$ cat src/hw/fpe_map.svh
// constants for the frequency protection elements
`ifndef FPE_MAP_SVH
`define FPE_MAP_SVH
`define FPE_NLEV 6
`define FPE_FREQ_W 16
`define FPE_VOLT_W 16
`define FPE_DLY_W 16
`define FPE_EN_W 3
`define FPE_ROW_W 8
`define FPE_ROW_TPO 6
`define FPE_ROW_BAUX 7
`define FPE_CLK_NS 50
`define FPE_DLY_UNIT_NS 1000000
`define FPE_TICK_CYCLES (`FPE_DLY_UNIT_NS / `FPE_CLK_NS)
`define FPE_TICK_W 16
`endif

$ cat src/hw/fpe_pkg.sv
// types shared by the frequency protection elements
`include "fpe_map.svh"
package fpe_pkg;
   typedef struct packed {
      logic [`FPE_VOLT_W-1:0] va;
      logic [`FPE_VOLT_W-1:0] vb;
      logic [`FPE_VOLT_W-1:0] vc;
   } fpe_volt_t;
   typedef struct packed {
      logic [`FPE_FREQ_W-1:0] pickup;
      logic [`FPE_DLY_W-1:0] delay;
   } fpe_level_cfg_t;
endpackage

$ cat src/hw/fpe_top.sv
// over/underfrequency protection levels with undervoltage block and timers
`timescale 1ns/1ps
`include "fpe_map.svh"
module fpe_top import fpe_pkg::*; #(
   parameter int TICK_CYCLES = `FPE_TICK_CYCLES
) (
   input wire logic ref_clk,
   input wire logic rstn,
   input wire logic [`FPE_FREQ_W-1:0] meas_freq,
   input wire fpe_volt_t phase_volt,
   input wire logic [`FPE_FREQ_W-1:0] nominal_frequency_setting,
   input wire logic [`FPE_VOLT_W-1:0] freq_undervoltage_block_threshold,
   input wire logic [`FPE_EN_W-1:0] freq_level_count_enable,
   input wire fpe_level_cfg_t [`FPE_NLEV-1:0] level_cfg,
   input wire logic [`FPE_NLEV-1:0] contact_select,
   input wire logic three_pole_open_flag,
   input wire logic breaker_aux_contact_flag,
   output logic [`FPE_NLEV-1:0] freq_level_pickup_bits,
   output logic [`FPE_NLEV-1:0] freq_level_timed_out,
   output logic [`FPE_ROW_W-1:0] status_row14,
   output logic output_contact
);
   localparam int NLEV = `FPE_NLEV;

   // the prescaler counter is FPE_TICK_W bits wide and must count at least once
   generate
      if (TICK_CYCLES < 1 || TICK_CYCLES >= (1 << `FPE_TICK_W)) begin : g_bad_tick
         $error("TICK_CYCLES out of range");
      end
   endgenerate

   // delay unit prescaler; free running, so a delay is exact to within one unit
   logic [`FPE_TICK_W-1:0] tick_cnt;
   logic [`FPE_TICK_W-1:0] next_tick_cnt;
   logic tick;

   always_comb begin
      tick = (tick_cnt == `FPE_TICK_W'(TICK_CYCLES - 1));
      next_tick_cnt = tick ? '0 : tick_cnt + `FPE_TICK_W'(1);
   end

   always_ff @(posedge ref_clk or negedge rstn) begin
      if (!rstn) begin
         tick_cnt <= '0;
      end else begin
         tick_cnt <= next_tick_cnt;
      end
   end

   // any single phase under threshold blocks every level
   logic uv_block;
   always_comb begin
      uv_block = (phase_volt.va < freq_undervoltage_block_threshold) ||
                 (phase_volt.vb < freq_undervoltage_block_threshold) ||
                 (phase_volt.vc < freq_undervoltage_block_threshold);
   end

   logic [NLEV-1:0] next_pick;
   logic [NLEV-1:0] next_timed;
   logic [`FPE_DLY_W-1:0] dly_cnt [NLEV];
   logic [`FPE_DLY_W-1:0] next_dly_cnt [NLEV];

   genvar gi;
   generate
      for (gi = 0; gi < NLEV; gi++) begin : g_lev
         logic is_under;
         logic is_over;
         logic active;
         logic [31:0] held_cyc;
         logic [31:0] next_held_cyc;
         always_comb begin
            is_under = level_cfg[gi].pickup < nominal_frequency_setting;
            is_over = level_cfg[gi].pickup > nominal_frequency_setting;
            active = (freq_level_count_enable > `FPE_EN_W'(gi));
            // a pickup equal to nominal is neither under nor over and never operates
            next_pick[gi] = active && !uv_block &&
                            ((is_under && meas_freq < level_cfg[gi].pickup) ||
                             (is_over && meas_freq > level_cfg[gi].pickup));
            if (!freq_level_pickup_bits[gi]) begin
               next_dly_cnt[gi] = '0;
            end else if (tick && dly_cnt[gi] < level_cfg[gi].delay) begin
               next_dly_cnt[gi] = dly_cnt[gi] + `FPE_DLY_W'(1);
            end else begin
               next_dly_cnt[gi] = dly_cnt[gi];
            end
            next_timed[gi] = next_pick[gi] && freq_level_pickup_bits[gi] &&
                             (dly_cnt[gi] >= level_cfg[gi].delay);
         end

         always_ff @(posedge ref_clk or negedge rstn) begin
            if (!rstn) begin
               dly_cnt[gi] <= '0;
            end else begin
               dly_cnt[gi] <= next_dly_cnt[gi];
            end
         end

         // checker aid: cycles the pickup has stood; saturates so a long pickup cannot wrap
         always_comb begin
            if (!freq_level_pickup_bits[gi]) begin
               next_held_cyc = '0;
            end else if (held_cyc != 32'hFFFFFFFF) begin
               next_held_cyc = held_cyc + 32'h00000001;
            end else begin
               next_held_cyc = held_cyc;
            end
         end

         always_ff @(posedge ref_clk or negedge rstn) begin
            if (!rstn) begin
               held_cyc <= '0;
            end else begin
               held_cyc <= next_held_cyc;
            end
         end

      end
   endgenerate

   logic [`FPE_ROW_W-1:0] next_row;
   logic next_contact;
   always_comb begin
      next_row = '0;
      next_row[NLEV-1:0] = next_pick;
      next_row[`FPE_ROW_TPO] = three_pole_open_flag;
      next_row[`FPE_ROW_BAUX] = breaker_aux_contact_flag;
      next_contact = |(next_pick & contact_select);
   end

   always_ff @(posedge ref_clk or negedge rstn) begin
      if (!rstn) begin
         freq_level_pickup_bits <= '0;
         freq_level_timed_out <= '0;
         status_row14 <= '0;
         output_contact <= 1'b0;
      end else begin
         freq_level_pickup_bits <= next_pick;
         freq_level_timed_out <= next_timed;
         status_row14 <= next_row;
         output_contact <= next_contact;
      end
   end
endmodule

$ cat config.mk
export PLATFORM = sky130hd
export DESIGN_NAME = fpe_top
export DESIGN_NICKNAME = d
export VERILOG_FILES = /design/src/hw/fpe_pkg.sv /design/src/hw/fpe_top.sv
export VERILOG_INCLUDE_DIRS = /design/src /design/src/hw
export SDC_FILE = /design/constraint.sdc
export NUM_CORES = 1
export LEC_CHECK = 0
export BUFFER_PORTS_ARGS = -buffer_cell sky130_fd_sc_hd__buf_2
export CAP_MARGIN = 20
export CELL_PAD_IN_SITES_DETAIL_PLACEMENT = 0
export CELL_PAD_IN_SITES_GLOBAL_PLACEMENT = 2
export CORE_MARGIN = 10
export CORE_UTILIZATION = 36
export CTS_BUF_LIST = sky130_fd_sc_hd__clkbuf_8
export DETAILED_ROUTE_END_ITERATION = 10
export PLACE_DENSITY_LB_ADDON = 0.1
export SLEW_MARGIN = 10
export SYNTH_ARGS = -nofsm -noshare
export SYNTH_HDL_FRONTEND = slang
export SYNTH_SLANG_ARGS = --single-unit
$ cat constraint.sdc
create_clock -name ref_clk -period 4.6 [get_ports ref_clk]
set_input_delay 0.23 -clock ref_clk [delete_from_list [all_inputs] [get_ports ref_clk]]
set_output_delay 0.23 -clock ref_clk [all_outputs]
set_load 0.03 [all_outputs]
==> reports/qor.yml <==
fin_setup_tns_ps: 0
setup_viol: 0
period_minus_slack_ps: 3080
dp_hpwl_um: 40430
synth-compound-area-share: 0.1461
cts_repair_resize_count: 0
antenna_found_initial: 10
clock_path_buffers: 2
place.gp.congestion: 0.8965
nets: 2695
synthCells: 1737
drc_errors: 0
clk_pin_slew_ps: 80
die_w_um: 220.9
core_area_mm2: 0.03982
rows: 73
synth-simple-area-share: 0.2086
maxSlewViolCount: 0
final.period_utilization: 0.6696
synth_fa_ha_area_frac: 0.2929
start_kind: "flip-flop"
drtPass1Iterations: 4
synth_top_family_by_area: "adder cells"
synth.distinct_cells: 66
die_h_um: 220.9
post_synth.cell_area_avg_um2: 8.362
grt_pass1_wl_um: 75180
pwr-share-comb: 0.269
cp_max_fo: 11
synthArstFlopShare: 1.000
endpoint_kind: "flip-flop"
arrival_ps: 3400
num_vias: 13380
yosysWarnings: 0
grt-ovfl-total: 0
final_cell_mix: "ha_1, buf_2, inv_1, a21oi_1, dfrtp_1"
yosys-mux-area-fraction: 0.01654
io_buffer_count: 321
synth_seq_cells: 127
vdd_drop_max_uv: 144.2
syn-num-nets: 2378
critPathRequiredTime_ps: 4920
syn_area_mm2: 0.01453
tightestPinTransition_ps: 936.1
synth_edf_count: 0
finalHoldViolations: 0
seqPwrFrac: 0.387
grtUsageTotal: 0.1884
grt_max_degree: 97
p_total_w: 0.002909
max_freq_ghz: 0.3246
numCtsBuffers: 17
initial_utilization: 0.3647
areaGrowthSynthToFinish_pct: 17.79
io_pins: 322
cellLeakagePower_nw: 9.356
powerDensity_mw_per_mm2: 170.0
postRouteAntennaNets: 0
ys_dominant_reg_cell: "dfrtp_1"
ys_seq_area_frac: 0.2188
ff2ff_path_depth: 7
routed_wl_um: 47110
grt_setup_unrepaired: "false"
hold_path_depth: 3
intPower_w: 0.001942
worst_clock_skew_ps: 19.75
die_area_mm2: 0.04878
power.share.clock: 0.344
synth-xor-area-share: 0.04161
outcome: "complete, no violations"
drv_cap: 0
clk_latency_ps: 450
routedWlPerCell_um: 18.14
cts_tree: "done"
switchingPower_w: 0.0009668
min_path_type: "primary input to flip-flop"
switching_share: 0.3324
cts-root-buf: "clkbuf_8"
cts.sinks: 127
htreeDepth: 4
final_common_cell: "ha_1"
final_layout_size_suffix_gt1_frac: 0.1795
drt_iter0_drc: 508
grt_pass1_vias: 13850
crit_type: "flip-flop to flip-flop"
drt-vias-per-instance: 5.152
maxSlewHeadroom: 0.3759
-- synth_stat cells (4+ instances only) --
cell type,instances,area share
o21a_1,24,0.012
nor3b_1,8,0.0041
or4_1,8,0.0041
and3b_1,4,0.0024
xor2_1,24,0.014
a221oi_1,6,0.0036
or2_2,6,0.0026
inv_1,254,0.066
o31ai_1,7,0.0036
o211ai_1,16,0.0083
a2111o_1,5,0.0039
a211oi_1,5,0.0026
nor4_1,26,0.011
a21o_1,48,0.025
nand2_1,122,0.032
nor4b_1,6,0.0036
or3_1,7,0.0030
and2_1,27,0.012
mux2i_1,24,0.017
o2bb2ai_1,4,0.0024
and3_1,31,0.013
nand2b_1,36,0.016
nor2b_1,20,0.0086
clkbuf_1,18,0.0047
nor3_1,21,0.0072
xnor2_1,45,0.027
nor2_1,82,0.021
o21ai_0,54,0.019
nand4_1,87,0.037
nand3_1,59,0.020
a21oi_1,128,0.044
dfrtp_1,127,0.22
buf_4,6,0.0031
ha_1,340,0.29
a21boi_0,4,0.0021
-- sequential cells by signal, indices dropped and copies added (netlist names) --
signal / count
freq_level_timed_out: 6
output_contact: 1
status_row14: 3
dly_cnt: 96
tick_cnt: 16
freq_level_pickup_bits: 5
-- power by group through the flow --
stage	logic, W	registers (W)	clock network, W
after floorplan	0.000433	0.00115	0
after global placement	0.000772	0.00115	0
after detailed placement	0.000786	0.00115	0
after CTS	0.000795	0.00113	0.00103
after global routing	0.000905	0.00113	0.00108
final	0.000782	0.00113	0.00100
-- metrics by stage --
step | setup slack, ps | hold slack (ps) | instance area (um2) | utilization | instances
after global routing | 1383 | 22.48 | 17100 | 0.4294 | 2593
after global placement | 1430 | 339.9 | 16660 | 0.4183 | 2556
final | 1520 | 40.65 | 17110 | 0.4296 | 2597
after floorplan | 1897 | -65.59 | 14530 | - | 1737
after CTS | 1520 | 9.097 | 17100 | 0.4293 | 2592
after detailed placement | 1399 | 343.1 | 16660 | 0.4183 | 2556
-- metal layers --
| metal | global-route usage | part of all wire | vias to the layer above |
|---|---|---|---|
| li1 | - | - | 6826 |
| met1 | 0.2358 | 0.45 | 6262 |
| met2 | 0.3289 | 0.49 | 256 |
| met3 | 0.04060 | 0.049 | 27 |
| met4 | 0.03060 | 0.0087 | 8 |
| met5 | 0 | 0.0011 | - |
-- worst paths after layout --
check | start | to | slack, ps
max in group asynchronous | rstn | freq_level_timed_out[5] | 3070
min | contact_select[0] | output_contact | 40
max reg2reg | tick_cnt[7] | dly_cnt[95] | 1520
min reg2reg | tick_cnt[4] | tick_cnt[4] | 480
max | tick_cnt[7] | dly_cnt[95] | 1520
min in group asynchronous | rstn | dly_cnt[26] | 460
-- critical path: stages (launching register included) --
cell      delay, ps
dfrtp_1         410
or4b_4          560
nor4_4          190
nand3_2         290
or2_1           420
or4_4           610
o311ai_1        350
o41ai_2         130
-- cell families after synthesis --
| logic type | count (synthesis) |
|---|---|
| adder cells (fa/ha/maj) | 340 |
| buffers and inverters | 282 |
| flip-flops | 127 |
| multiplexers | 24 |
| AND/OR/NAND/NOR | 564 |
| AO/OA/AOI/OAI | 331 |
| XOR/XNOR | 69 |
-- timing repair --
item	in CTS	in global routing
buffers inserted	0	0
endpoints found under the hold margin	98	0
hold buffers	4	0
-- cell type report --
class	count	area (um2)
Clock inverter	15	162.7
Multi-Input combinational cell	1328	10250
Fill cell	4204	22710
Inverter	254	953.4
Timing Repair Buffer	326	1660
Sequential cell	127	3178
Clock buffer	17	234.0
Antenna cell	5	12.51
Tap cell	525	656.9
Note: power is estimated with default switching activity, not from simulation.
